`config.mk`:
```
export PLATFORM = sky130hd
export DESIGN_NAME = alpc_config
export DESIGN_NICKNAME = d
export VERILOG_FILES = /design/src/design/alpc_pkg.sv /design/src/design/alpc_config.sv
export SDC_FILE = /design/constraint.sdc
export NUM_CORES = 1
export LEC_CHECK = 0
export BUFFER_PORTS_ARGS = -buffer_cell sky130_fd_sc_hd__buf_2
export CORE_MARGIN = 4
export CORE_UTILIZATION = 30
export CTS_CLUSTER_DIAMETER = 30
export DETAILED_ROUTE_END_ITERATION = 8
export MAX_ROUTING_LAYER = met4
export PLACE_DENSITY = 0.55
export SYNTH_ARGS = -nofsm -noshare
export SYNTH_HDL_FRONTEND = slang
export SYNTH_SLANG_ARGS = --single-unit
```
`constraint.sdc`:
```
create_clock -name clk_sys_i -period 2.6 [get_ports clk_sys_i]
set_input_delay 0.26 -clock clk_sys_i [delete_from_list [all_inputs] [get_ports clk_sys_i]]
set_output_delay 0.26 -clock clk_sys_i [all_outputs]
set_load 0.02 [all_outputs]
```
`src/design/alpc_pkg.sv`:
```
`default_nettype none
// ==========================================================================
// shared constants for the async line protocol configuration block
package alpc_pkg;
    // register indices as numbered on the card; byte address is index
    localparam logic [7:0] ALPC_IDX_HS1 = 8'h1A;
    localparam logic [7:0] ALPC_IDX_HS2 = 8'h1B;
    localparam logic [7:0] ALPC_IDX_EOL_LEN = 8'h1C;
    localparam logic [7:0] ALPC_IDX_EOL1 = 8'h1D;
    localparam logic [7:0] ALPC_IDX_EOL2 = 8'h1E;
    localparam logic [7:0] ALPC_IDX_PR_LEN = 8'h1F;
    localparam logic [7:0] ALPC_IDX_PR1 = 8'h20;
    localparam logic [7:0] ALPC_IDX_PR2 = 8'h21;
    localparam logic [7:0] ALPC_IDX_CLEN = 8'h22;
    localparam logic [7:0] ALPC_IDX_STOP = 8'h23;
    localparam logic [7:0] ALPC_IDX_PARITY = 8'h24;
    // reset values
    localparam logic [7:0] ALPC_RST_HS1 = 8'h11;
    localparam logic [7:0] ALPC_RST_HS2 = 8'h13;
    localparam logic [1:0] ALPC_RST_EOL_LEN = 2'h2;
    localparam logic [7:0] ALPC_RST_EOL1 = 8'h0D;
    localparam logic [7:0] ALPC_RST_EOL2 = 8'h0A;
    localparam logic [1:0] ALPC_RST_PR_LEN = 2'h1;
    localparam logic [7:0] ALPC_RST_PR1 = 8'h11;
    localparam logic [7:0] ALPC_RST_PR2 = 8'h00;
    localparam logic [1:0] ALPC_RST_CLEN = 2'h3;
    localparam logic [2:0] ALPC_RST_PARITY = 3'h0;
    // limits on length style settings
    localparam logic [1:0] ALPC_LEN_MAX = 2'h2;
    localparam logic [1:0] ALPC_CLEN_8BIT = 2'h3;
    localparam logic [2:0] ALPC_PAR_MAX_8BIT = 3'h2;
    localparam logic [2:0] ALPC_PAR_MAX = 3'h4;
    localparam logic [1:0] ALPC_LEN_ONE = 2'h1;
    // parity codes that are really checked on receive
    localparam logic [2:0] ALPC_PAR_ODD = 3'h1;
    localparam logic [2:0] ALPC_PAR_EVEN = 3'h2;
    // data bits for the smallest and largest character length codes
    localparam logic [3:0] ALPC_BITS_MIN = 4'h5;
    localparam logic [3:0] ALPC_BITS_MAX = 4'h8;
    // stop bit codes
    localparam logic [1:0] ALPC_STOP_1 = 2'h0;
    localparam logic [1:0] ALPC_STOP_1P5 = 2'h1;
    localparam logic [1:0] ALPC_STOP_2 = 2'h2;
    // switch speed at or below which two stop bits are the default
    localparam int unsigned ALPC_SLOW_BAUD = 150;
    localparam logic [7:0] ALPC_ZERO = 8'h00;
endpackage : alpc_pkg
`default_nettype wire

```
`src/design/alpc_config.sv`:
```
`default_nettype none
module alpc_config
    import alpc_pkg::*;
#(
    parameter int unsigned CNT_W = 16
) (
    input wire logic clk_sys_i,
    input wire logic rst_i,
    input wire logic ce_i,
    // register port
    input wire logic [7:0] addr_i,
    input wire logic [7:0] wdata_i,
    input wire logic wr_i,
    input wire logic rd_i,
    output logic [7:0] rdata_o,
    // mode and switch straps (pins)
    input wire logic link_mode_i,
    input wire logic [1:0] sw_clen_i,
    input wire logic [15:0] sw_baud_i,
    input wire logic [2:0] sw_parity_i,
    // events from the line logic, same clock
    input wire logic nak_rx_i,
    input wire logic rx_valid_i,
    input wire logic [7:0] rx_char_i,
    // settings out
    output logic [7:0] hs1_o,
    output logic [7:0] hs2_o,
    output logic [3:0] data_bits_o,
    output logic [1:0] stop_o,
    output logic [2:0] parity_o,
    output logic parity_check_o,
    output logic eol_o
);
    initial begin
        if (CNT_W < 1 || CNT_W > 8 * 4) begin
            $error("alpc_config: CNT_W out of range");
        end
    end

    // ======================================================================
    // pin synchronisers: straps and mode come from outside the clock domain
    logic link_s1_reg, link_s2_reg;
    logic [1:0] clen_s1_reg, clen_s2_reg;
    logic [15:0] baud_s1_reg, baud_s2_reg;
    logic [2:0] par_s1_reg, par_s2_reg;
    always_ff @(posedge clk_sys_i) begin
        if (ce_i) begin
            link_s1_reg <= link_mode_i;
            link_s2_reg <= link_s1_reg;
            clen_s1_reg <= sw_clen_i;
            clen_s2_reg <= clen_s1_reg;
            baud_s1_reg <= sw_baud_i;
            baud_s2_reg <= baud_s1_reg;
            par_s1_reg <= sw_parity_i;
            par_s2_reg <= par_s1_reg;
        end
    end

    // ======================================================================
    // decode helpers
    function automatic logic [1:0] alpc_clip_len(input logic [7:0] v, input logic [1:0] old);
        alpc_clip_len = (v <= {6'h00, ALPC_LEN_MAX}) ? v[1:0] : old;
    endfunction : alpc_clip_len

    wire async_mode = !link_s2_reg;
    wire wr_ok = ce_i && wr_i && async_mode;
    wire wr_hs1 = wr_ok && addr_i == ALPC_IDX_HS1;
    wire wr_hs2 = wr_ok && addr_i == ALPC_IDX_HS2;
    wire wr_elen = wr_ok && addr_i == ALPC_IDX_EOL_LEN;
    wire wr_eol1 = wr_ok && addr_i == ALPC_IDX_EOL1;
    wire wr_eol2 = wr_ok && addr_i == ALPC_IDX_EOL2;
    wire wr_plen = wr_ok && addr_i == ALPC_IDX_PR_LEN;
    wire wr_pr1 = wr_ok && addr_i == ALPC_IDX_PR1;
    wire wr_pr2 = wr_ok && addr_i == ALPC_IDX_PR2;
    wire wr_clen = wr_ok && addr_i == ALPC_IDX_CLEN;
    wire wr_stop = wr_ok && addr_i == ALPC_IDX_STOP;
    wire wr_par = ce_i && wr_i && addr_i == ALPC_IDX_PARITY;

    // ======================================================================
    // configuration registers
    logic [7:0] hs1_reg, hs2_reg, eol1_reg, eol2_reg, pr1_reg, pr2_reg;
    logic [1:0] elen_reg, plen_reg, clen_reg, stop_reg;
    logic [2:0] par_reg;
    logic [CNT_W-1:0] nak_cnt_reg;
    // load sequencer, one-hot: straps need two edges through the synchroniser
    // before they are trusted, so writes are dropped until RUN
    typedef enum logic [3:0] {
        ALPC_LD_W0 = 4'b0001,
        ALPC_LD_W1 = 4'b0010,
        ALPC_LD_W2 = 4'b0100,
        ALPC_LD_RUN = 4'b1000
    } alpc_load_t;
    alpc_load_t load_state_reg, load_state_next;
    always_comb begin
        case (load_state_reg)
            ALPC_LD_W0: load_state_next = ALPC_LD_W1;
            ALPC_LD_W1: load_state_next = ALPC_LD_W2;
            ALPC_LD_W2: load_state_next = ALPC_LD_RUN;
            ALPC_LD_RUN: load_state_next = ALPC_LD_RUN;
            default: load_state_next = ALPC_LD_W0; // a corrupt code restarts the wait
        endcase
    end
    wire load_sw = load_state_reg != ALPC_LD_RUN;
    wire load_now = load_state_reg == ALPC_LD_W2;

    // stop values 1, 1.5 and 2 accepted, others ignored
    wire stop_ok = wdata_i <= {6'h00, ALPC_STOP_2};
    wire slow_sw = baud_s2_reg <= 16'(ALPC_SLOW_BAUD);
    // 8-bit characters forbid forced parity; cannot store it then
    wire par_ok = wdata_i <= {5'h00, (clen_reg == ALPC_CLEN_8BIT) ? ALPC_PAR_MAX_8BIT
                                                                  : ALPC_PAR_MAX};

    always_ff @(posedge clk_sys_i) begin
        if (rst_i) begin
            hs1_reg <= ALPC_RST_HS1;
            hs2_reg <= ALPC_RST_HS2;
            elen_reg <= ALPC_RST_EOL_LEN;
            eol1_reg <= ALPC_RST_EOL1;
            eol2_reg <= ALPC_RST_EOL2;
            plen_reg <= ALPC_RST_PR_LEN;
            pr1_reg <= ALPC_RST_PR1;
            pr2_reg <= ALPC_RST_PR2;
            clen_reg <= ALPC_RST_CLEN;
            stop_reg <= ALPC_STOP_1;
            par_reg <= ALPC_RST_PARITY;
            load_state_reg <= ALPC_LD_W0;
        end else if (ce_i) begin
            load_state_reg <= load_state_next;
            if (load_now) begin
                clen_reg <= clen_s2_reg;
                stop_reg <= slow_sw ? ALPC_STOP_2 : ALPC_STOP_1;
                par_reg <= par_s2_reg;
            end else if (!load_sw) begin
                if (wr_hs1) hs1_reg <= wdata_i;
                if (wr_hs2) hs2_reg <= wdata_i;
                if (wr_elen) elen_reg <= alpc_clip_len(wdata_i, elen_reg);
                if (wr_eol1) eol1_reg <= wdata_i;
                if (wr_eol2) eol2_reg <= wdata_i;
                if (wr_plen) plen_reg <= alpc_clip_len(wdata_i, plen_reg);
                if (wr_pr1) pr1_reg <= wdata_i;
                if (wr_pr2) pr2_reg <= wdata_i;
                if (wr_clen) clen_reg <= wdata_i[1:0];
                if (wr_stop && stop_ok) stop_reg <= wdata_i[1:0];
                if (wr_par && par_ok) par_reg <= wdata_i[2:0];
            end
        end
    end

    // ======================================================================
    // transmit error counter, saturating, cleared only by reset
    always_ff @(posedge clk_sys_i) begin
        if (rst_i) begin
            nak_cnt_reg <= '0;
        end else if (ce_i && nak_rx_i && !(&nak_cnt_reg)) begin
            nak_cnt_reg <= nak_cnt_reg + 1'b1;
        end
    end

    // ======================================================================
    // end-of-line matcher: first char must be immediately followed by second
    logic got_first_reg, eol_reg;
    wire m1 = rx_valid_i && rx_char_i == eol1_reg;
    wire m2 = rx_valid_i && rx_char_i == eol2_reg;
    wire eol_next = async_mode && rx_valid_i &&
                    ((elen_reg == ALPC_LEN_ONE && m1) ||
                     (elen_reg == ALPC_LEN_MAX && got_first_reg && m2));
    always_ff @(posedge clk_sys_i) begin
        if (rst_i) begin
            got_first_reg <= 1'b0;
            eol_reg <= 1'b0;
        end else if (ce_i) begin
            eol_reg <= eol_next;
            if (rx_valid_i) got_first_reg <= m1 && !eol_next;
        end
    end

    // ======================================================================
    // read mux, data one cycle after the strobe
    logic [7:0] rd_mux;
    always_comb begin
        rd_mux = ALPC_ZERO;
        case (addr_i)
            ALPC_IDX_HS1: rd_mux = link_s2_reg ? 8'(nak_cnt_reg) : hs1_reg;
            ALPC_IDX_PARITY: rd_mux = {5'h00, par_reg};
            default: begin
                if (async_mode) begin
                    case (addr_i)
                        ALPC_IDX_HS2: rd_mux = hs2_reg;
                        ALPC_IDX_EOL_LEN: rd_mux = {6'h00, elen_reg};
                        ALPC_IDX_EOL1: rd_mux = eol1_reg;
                        ALPC_IDX_EOL2: rd_mux = eol2_reg;
                        ALPC_IDX_PR_LEN: rd_mux = {6'h00, plen_reg};
                        ALPC_IDX_PR1: rd_mux = pr1_reg;
                        ALPC_IDX_PR2: rd_mux = pr2_reg;
                        ALPC_IDX_CLEN: rd_mux = {6'h00, clen_reg};
                        ALPC_IDX_STOP: rd_mux = {6'h00, stop_reg};
                        default: rd_mux = ALPC_ZERO;
                    endcase
                end
            end
        endcase
    end

    logic [7:0] rdata_reg;
    always_ff @(posedge clk_sys_i) begin
        if (rst_i) begin
            rdata_reg <= ALPC_ZERO;
        end else if (ce_i) begin
            rdata_reg <= rd_i ? rd_mux : ALPC_ZERO;
        end
    end

    // ======================================================================
    // outputs; forced parity values are sent but never checked
    assign rdata_o = rdata_reg;
    assign hs1_o = hs1_reg;
    assign hs2_o = hs2_reg;
    assign data_bits_o = ALPC_BITS_MIN + {2'h0, clen_reg};
    assign stop_o = stop_reg;
    assign parity_o = par_reg;
    assign parity_check_o = par_reg == ALPC_PAR_ODD || par_reg == ALPC_PAR_EVEN;
    assign eol_o = eol_reg;

    // ======================================================================
    // checks
    chk_link_write_block: assert property (@(posedge clk_sys_i) disable iff (rst_i)
        (ce_i && wr_i && link_s2_reg && addr_i == ALPC_IDX_HS2 && !load_sw)
        |=> $stable(hs2_reg)) else $error("write accepted in link mode");
    chk_nak_read: assert property (@(posedge clk_sys_i) disable iff (rst_i)
        (ce_i && rd_i && addr_i == ALPC_IDX_HS1 && link_s2_reg)
        |=> rdata_o == $past(8'(nak_cnt_reg))) else $error("nak count read wrong");
    chk_hs1_read: assert property (@(posedge clk_sys_i) disable iff (rst_i)
        (ce_i && rd_i && addr_i == ALPC_IDX_HS1 && !link_s2_reg)
        |=> rdata_o == $past(hs1_reg)) else $error("handshake read wrong");
    chk_reset_vals: assert property (@(posedge clk_sys_i)
        $past(rst_i) |-> hs1_reg == ALPC_RST_HS1 && hs2_reg == ALPC_RST_HS2 &&
        eol1_reg == ALPC_RST_EOL1 && pr2_reg == ALPC_RST_PR2) else $error("bad reset value");
    chk_len_range: assert property (@(posedge clk_sys_i) disable iff (rst_i)
        elen_reg <= ALPC_LEN_MAX && plen_reg <= ALPC_LEN_MAX) else $error("length out of range");
    chk_stop_range: assert property (@(posedge clk_sys_i) disable iff (rst_i)
        stop_reg <= ALPC_STOP_2) else $error("stop code out of range");
    chk_stop_default: assert property (@(posedge clk_sys_i) disable iff (rst_i)
        (ce_i && load_now)
        |=> stop_reg == ($past(slow_sw) ? ALPC_STOP_2 : ALPC_STOP_1)) else $error("stop default");
    chk_clen_default: assert property (@(posedge clk_sys_i) disable iff (rst_i)
        (ce_i && load_now)
        |=> clen_reg == $past(clen_s2_reg)) else $error("char length default");
    chk_eol_pair: assert property (@(posedge clk_sys_i) disable iff (rst_i)
        (ce_i && async_mode && rx_valid_i && elen_reg == ALPC_LEN_MAX && got_first_reg &&
        rx_char_i == eol2_reg) |=> eol_o) else $error("eol pair missed");

    // ======================================================================
    // write path: an accepted write lands, a refused one leaves the value alone
    chk_hs1_write: assert property (@(posedge clk_sys_i) disable iff (rst_i)
        (wr_hs1 && !load_sw)
        |=> hs1_o == $past(wdata_i)) else $error("first handshake write lost");
    chk_hs2_write: assert property (@(posedge clk_sys_i) disable iff (rst_i)
        (wr_hs2 && !load_sw)
        |=> hs2_o == $past(wdata_i)) else $error("second handshake write lost");
    chk_eol1_write: assert property (@(posedge clk_sys_i) disable iff (rst_i)
        (wr_eol1 && !load_sw)
        |=> eol1_reg == $past(wdata_i)) else $error("first eol char write lost");
    chk_eol2_write: assert property (@(posedge clk_sys_i) disable iff (rst_i)
        (wr_eol2 && !load_sw)
        |=> eol2_reg == $past(wdata_i)) else $error("second eol char write lost");
    chk_pr1_write: assert property (@(posedge clk_sys_i) disable iff (rst_i)
        (wr_pr1 && !load_sw)
        |=> pr1_reg == $past(wdata_i)) else $error("first prompt char write lost");
    chk_pr2_write: assert property (@(posedge clk_sys_i) disable iff (rst_i)
        (wr_pr2 && !load_sw)
        |=> pr2_reg == $past(wdata_i)) else $error("second prompt char write lost");
    chk_clen_write: assert property (@(posedge clk_sys_i) disable iff (rst_i)
        (wr_clen && !load_sw)
        |=> clen_reg == $past(wdata_i[1:0])) else $error("char length write lost");
    chk_elen_write: assert property (@(posedge clk_sys_i) disable iff (rst_i)
        (wr_elen && !load_sw && wdata_i <= {6'h00, ALPC_LEN_MAX})
        |=> elen_reg == $past(wdata_i[1:0])) else $error("eol length write lost");
    chk_elen_refuse: assert property (@(posedge clk_sys_i) disable iff (rst_i)
        (wr_elen && !load_sw && wdata_i > {6'h00, ALPC_LEN_MAX})
        |=> $stable(elen_reg)) else $error("eol length above two stored");
    chk_plen_write: assert property (@(posedge clk_sys_i) disable iff (rst_i)
        (wr_plen && !load_sw && wdata_i <= {6'h00, ALPC_LEN_MAX})
        |=> plen_reg == $past(wdata_i[1:0])) else $error("prompt length write lost");
    chk_plen_refuse: assert property (@(posedge clk_sys_i) disable iff (rst_i)
        (wr_plen && !load_sw && wdata_i > {6'h00, ALPC_LEN_MAX})
        |=> $stable(plen_reg)) else $error("prompt length above two stored");
    chk_stop_write: assert property (@(posedge clk_sys_i) disable iff (rst_i)
        (wr_stop && !load_sw && wdata_i <= {6'h00, ALPC_STOP_2})
        |=> stop_o == $past(wdata_i[1:0])) else $error("stop write lost");
    chk_stop_refuse: assert property (@(posedge clk_sys_i) disable iff (rst_i)
        (wr_stop && !load_sw && wdata_i > {6'h00, ALPC_STOP_2})
        |=> $stable(stop_reg)) else $error("bad stop code stored");
    chk_par_write: assert property (@(posedge clk_sys_i) disable iff (rst_i)
        (wr_par && !load_sw && wdata_i <= {5'h00, ALPC_PAR_MAX_8BIT})
        |=> parity_o == $past(wdata_i[2:0])) else $error("parity write lost");
    chk_par_forced: assert property (@(posedge clk_sys_i) disable iff (rst_i)
        (wr_par && !load_sw && clen_reg == ALPC_CLEN_8BIT && wdata_i > {5'h00, ALPC_PAR_MAX_8BIT})
        |=> $stable(par_reg)) else $error("forced parity stored with 8-bit chars");
    chk_link_write_all: assert property (@(posedge clk_sys_i) disable iff (rst_i)
        (ce_i && wr_i && link_s2_reg && addr_i >= ALPC_IDX_HS1 && addr_i <= ALPC_IDX_STOP)
        |=> $stable(hs1_reg) && $stable(hs2_reg) && $stable(clen_reg)) else $error("link write");

    // ======================================================================
    // read path and setting outputs
    chk_link_hidden: assert property (@(posedge clk_sys_i) disable iff (rst_i)
        (ce_i && rd_i && link_s2_reg && addr_i > ALPC_IDX_HS1 && addr_i <= ALPC_IDX_STOP)
        |=> rdata_o == ALPC_ZERO) else $error("async register visible in link mode");
    chk_echo_clen: assert property (@(posedge clk_sys_i) disable iff (rst_i)
        (ce_i && rd_i && async_mode && addr_i == ALPC_IDX_CLEN)
        |=> rdata_o == {6'h00, $past(clen_reg)}) else $error("char length read wrong");
    chk_echo_stop: assert property (@(posedge clk_sys_i) disable iff (rst_i)
        (ce_i && rd_i && async_mode && addr_i == ALPC_IDX_STOP)
        |=> rdata_o == {6'h00, $past(stop_reg)}) else $error("stop read wrong");
    chk_echo_plen: assert property (@(posedge clk_sys_i) disable iff (rst_i)
        (ce_i && rd_i && async_mode && addr_i == ALPC_IDX_PR_LEN)
        |=> rdata_o == {6'h00, $past(plen_reg)}) else $error("prompt length read wrong");
    chk_read_idle: assert property (@(posedge clk_sys_i) disable iff (rst_i)
        (ce_i && !rd_i)
        |=> rdata_o == ALPC_ZERO) else $error("read data outside its cycle");
    chk_bits_min: assert property (@(posedge clk_sys_i) disable iff (rst_i)
        (clen_reg == '0)
        |-> data_bits_o == ALPC_BITS_MIN) else $error("shortest char length wrong");
    chk_bits_max: assert property (@(posedge clk_sys_i) disable iff (rst_i)
        (clen_reg == ALPC_CLEN_8BIT)
        |-> data_bits_o == ALPC_BITS_MAX) else $error("longest char length wrong");
    chk_par_odd: assert property (@(posedge clk_sys_i) disable iff (rst_i)
        (par_reg == ALPC_PAR_ODD)
        |-> parity_check_o) else $error("odd parity not checked");
    chk_par_nochk: assert property (@(posedge clk_sys_i) disable iff (rst_i)
        (par_reg > ALPC_PAR_EVEN)
        |-> !parity_check_o) else $error("forced parity checked");

    // ======================================================================
    // error counter, delimiter, clock enable and the rest of the reset values
    chk_nak_step: assert property (@(posedge clk_sys_i) disable iff (rst_i)
        (ce_i && nak_rx_i && !(&nak_cnt_reg))
        |=> nak_cnt_reg == $past(nak_cnt_reg) + 1'b1) else $error("nak not counted");
    chk_nak_hold: assert property (@(posedge clk_sys_i) disable iff (rst_i)
        (!ce_i || !nak_rx_i)
        |=> $stable(nak_cnt_reg)) else $error("nak count moved without nak");
    chk_reset_rest: assert property (@(posedge clk_sys_i)
        $past(rst_i) |-> elen_reg == ALPC_RST_EOL_LEN && eol2_reg == ALPC_RST_EOL2 &&
        plen_reg == ALPC_RST_PR_LEN && pr1_reg == ALPC_RST_PR1) else $error("bad reset value");
    chk_eol_single: assert property (@(posedge clk_sys_i) disable iff (rst_i)
        (ce_i && async_mode && rx_valid_i && elen_reg == ALPC_LEN_ONE && rx_char_i == eol1_reg)
        |=> eol_o) else $error("single eol char missed");
    chk_eol_broken: assert property (@(posedge clk_sys_i) disable iff (rst_i)
        (ce_i && rx_valid_i && elen_reg == ALPC_LEN_MAX && !got_first_reg)
        |=> !eol_o) else $error("eol without first char");
    chk_eol_off: assert property (@(posedge clk_sys_i) disable iff (rst_i)
        (ce_i && elen_reg == '0)
        |=> !eol_o) else $error("eol seen with delimiter off");
    chk_freeze: assert property (@(posedge clk_sys_i) disable iff (rst_i)
        !ce_i |=> $stable(hs1_reg) && $stable(stop_reg) && $stable(nak_cnt_reg) &&
        $stable(rdata_o) && $stable(eol_o)) else $error("state moved with enable low");
endmodule : alpc_config
`default_nettype wire

```
==> key figures <==
Status
  • Status: completed

Final layout
  • Fin nets: roughly 740
  • Fraction of layout cells with a size suffix above 1: 23.4%
  • Ant. Diodes: 0
  • Fillers: around 2000
  • Post-layout util: a little under two fifths
  • Area growth, synth to finish: 22.4%

Critical path
  • Startpoint type of the worst setup path: register
  • Crit. End Element: register
  • Cell mode on critical path: ha_1
  • Crit path required time: 2.90 ns
  • Critical path arrival: 2.44 ns
  • Worst path cell trace: ha_1 > ha_1 > nor2b_1 > o22ai_1 > and4b_1 > o21ai_1 > mux2_2
  • Crit Path Max Fanout: 5
  • Worst path slowest cell: dfxtp_1
  • Slowest cell delay on critical path: 0.38 ns
  • Critical path type: register to register

Detailed routing
  • DRC: 0
  • Drt initial violations: 412
  • Routed WL per cell: approximately 18 µm
  • Vias per cell: approximately 5
  • DRT Pass-1 Iters: 5
  • Vias: between 4000 and 5000
  • Routed WL: 17300 µm
  • Routed Antenna Nets: 0

Logic synthesis
  • Synth Flop Type: dfxtp_1
  • Post-synth design cell area: between 6000 and 7000 µm²
  • Gate Count Post-Synth: roughly 590
  • Compound-Gate Fraction of Synth Area: 8.75%
  • Post-Synth XOR/XNOR Area: approximately 4.6%
  • Proportion of synthesized area in mux cells: between 10 and 15%
  • Average size of a mapped cell: ~10 µm²
  • Synth Area in Adders: between 1 and 1.5%
  • Largest family of logic cells by synthesized area: simple AND/OR/NAND/NOR gates
  • Synth Area in Simple Gates: roughly a fifth
  • Yosys cell types: 61
  • Post-synthesis sequential area ratio: 50.7%
  • Post-Synthesis Net Count: 652
  • Async SR Flop Fraction: 0%
  • Post-synthesis register bit count: roughly 130
  • Post-synth EDFFs: 44
  • Synth warn: 0

GRT
  • Antenna violations before repair: 0
  • Grt ovf: 0
  • Largest net degree at the start of global routing: 55
  • Total track usage: roughly 16%
  • First-pass GRT wire length: 27200 µm
  • Vias in the first global route: approximately 4900

Run
  • Max-cap violations: 0

Power and ir drop
  • Pwr/cell area: 666 nW/µm²
  • Lkg Pwr: between 2 and 3 nW
  • Worst vdd ir: about 600 µV

Clocking
  • CTS Buffer Depth: 2
  • Postcts setup bufs: 0
  • Clock net sink count: ~130
  • Clock tree from TritonCTS: yes
  • Clk slew on worst S/H paths: about 0.060 ns
  • Cts bufs inserted: 17
  • Clock Tree Root: clkbuf_16
  • H-tree levels: 4
  • Clk Latency, worst-skew pair: between 0.4 and 0.5 ns

STA
  • RSZ-0062 raised after global routing: false
  • Max-slew violation count: 0
  • Final hold vios: 0
  • Worst setup margin: about 0.47 ns
  • Final Critical Period: approximately 2.1 ns
  • Maximum clock rate: around 470 MHz
  • Final period util: between 80% and 90%
  • Worst hold margin: approximately 0.020 ns
  • Slew Limit Headroom: between 40% and 50%
  • Setup-failing EPs final: 0
  • Clock Skews: between 0.008 and 0.009 ns
  • Setup TNS: 0 ns
  • Worst Max-Slew Pin Slew: ~0.75 ns

Die
  • Boundary Pins: 88
  • Die area: approximately 23000 µm²
  • Die span in y: ~150 µm
  • Starting Density: a little over 30%
  • CORE AREA: about 20000 µm²
  • Die width: ~150 µm
  • Core Rows: slightly above 50

Placement
  • Pre-CTS WS: 0.323 ns
  • Estimated wirelength of the detail-placed design: between 10000 and 15000 µm
  • RD Place Congestion: about 0.95
  • I/O Buffers: a little under 90

Min path
  • Hold Crit Class: input pin to register
## kinds of logic after synthesis
| logic type | count (synthesis) |
|---|---|
| XOR/XNOR | 32 |
| buffers and inverters | 49 |
| flip-flops | 133 |
| AO/OA/AOI/OAI | 86 |
| multiplexers | 62 |
| AND/OR/NAND/NOR | 227 |
| adder cells (fa/ha/maj) | 5 |
## layout make-up
type | instances | area, µm² | area share (%)
inverters | 14 | 52.6 | 0.701
clock inverters | 15 | 188 | 2.50
multi-input cells | 412 | 2810 | 37.5
flip-flops and latches | 133 | 3100 | 41.4
clock buffers | 17 | 425 | 5.68
repair buffers | 105 | 581 | 7.75
well taps | 265 | 332 | 4.42
## worst max-delay path, delay by kind of cell, from the launching register on
family,cells,cell delay (ns)
compound gates,2,0.36
flops,1,0.38
mux,1,0.38
simple gates,2,0.35
fa+ha+maj,2,0.55
## layout by cell type, fill, tap and decap left out, types with 17 or more instances in the layout
cell type	Yosys	routed
nand3_1	21	21
nand2_1	49	49
buf_2	6	87
dfxtp_1	89	89
clkbuf_16	0	17
edfxtp_1	44	44
nor2_1	59	59
a21oi_1	25	25
o21ai_0	19	19
mux2i_1	50	50
## metrics by stage
| step | power, mW | cell area (µm²) | cells |
|---|---|---|---|
| finish | 4.99 | 7490 | 961 |
| global placement | 2.53 | 6840 | 925 |
| floorplan | 2.41 | 6120 | 594 |
| CTS | 5.03 | 7450 | 957 |
| global route | 5.16 | 7490 | 961 |
| detailed placement | 2.53 | 6840 | 925 |
## report_power, final
| part | internal, mW | leakage (nW) | total, mW | switching (mW) |
|---|---|---|---|---|
| clock | 1.59 | 0.295 | 2.50 | 0.904 |
| sequential | 2.21 | 1.15 | 2.24 | 0.0239 |
| combinational | 0.0900 | 1.28 | 0.258 | 0.168 |
| total | 3.89 | 2.72 | 4.99 | 1.10 |
## metal layers
metal  vias up  global-route usage [%]  routed length [µm]
met4         0                    5.08                 273
met5         -                       -                   0
met2       190                    24.4                7930
met1      2363                    21.2                7850
li1       2347                       -                   -
met3        15                    4.43                1280
## Yosys cell counts (3+ instances only)
cell      count  share of area (%)
a211oi_1     11                1.3
edfxtp_1     44                 22
nand4b_1      9                1.3
o22ai_1       6               0.61
nand4_1      10                1.0
o21ai_0      19                1.6
nor4_1       12                1.2
nor2b_1       6               0.61
xnor2_1      16                2.3
nor2_2        8               0.82
clkbuf_1     23                1.4
buf_2         6               0.49
nand2b_1      3               0.31
mux2i_1      50                8.2
ha_1          5                1.0
nor3b_1       4               0.49
nand2_1      49                3.0
a221oi_1      3               0.43
mux2_2        8                1.5
nor3_1       11               0.90
a21oi_1      25                2.0
nand3_1      21                1.7
xor2_1       16                2.3
dfxtp_1      89                 29
nor2_1       59                3.6
inv_1        13               0.80
o211ai_1      6               0.74
and3b_1       5               0.72
a22oi_1       4               0.49
buf_1         4               0.25
mux4_2        4                1.5
and4_1        5               0.72
## repair_timing
| action | in CTS | in global routing |
|---|---|---|
| gates resized for setup | 0 | 0 |
| setup endpoints to repair | 0 | 0 |
| hold endpoints to repair | 0 | 4 |
| hold buffers | 0 | 4 |
## path summary, 6_finish.rpt
path / start / endpoint / slack (ns) / cells past startpoint
worst min-delay path: sw_clen_i[1] / clen_s1_reg[1] / 0.02 / 1
worst max register to register: clen_reg[0] / parity_o[1] / 0.47 / 7
worst max-delay path: clen_reg[0] / parity_o[1] / 0.47 / 7
worst min register to register: clen_s1_reg[0] / clen_s2_reg[0] / 0.41 / 0
Power figures use the tool's default switching activity.
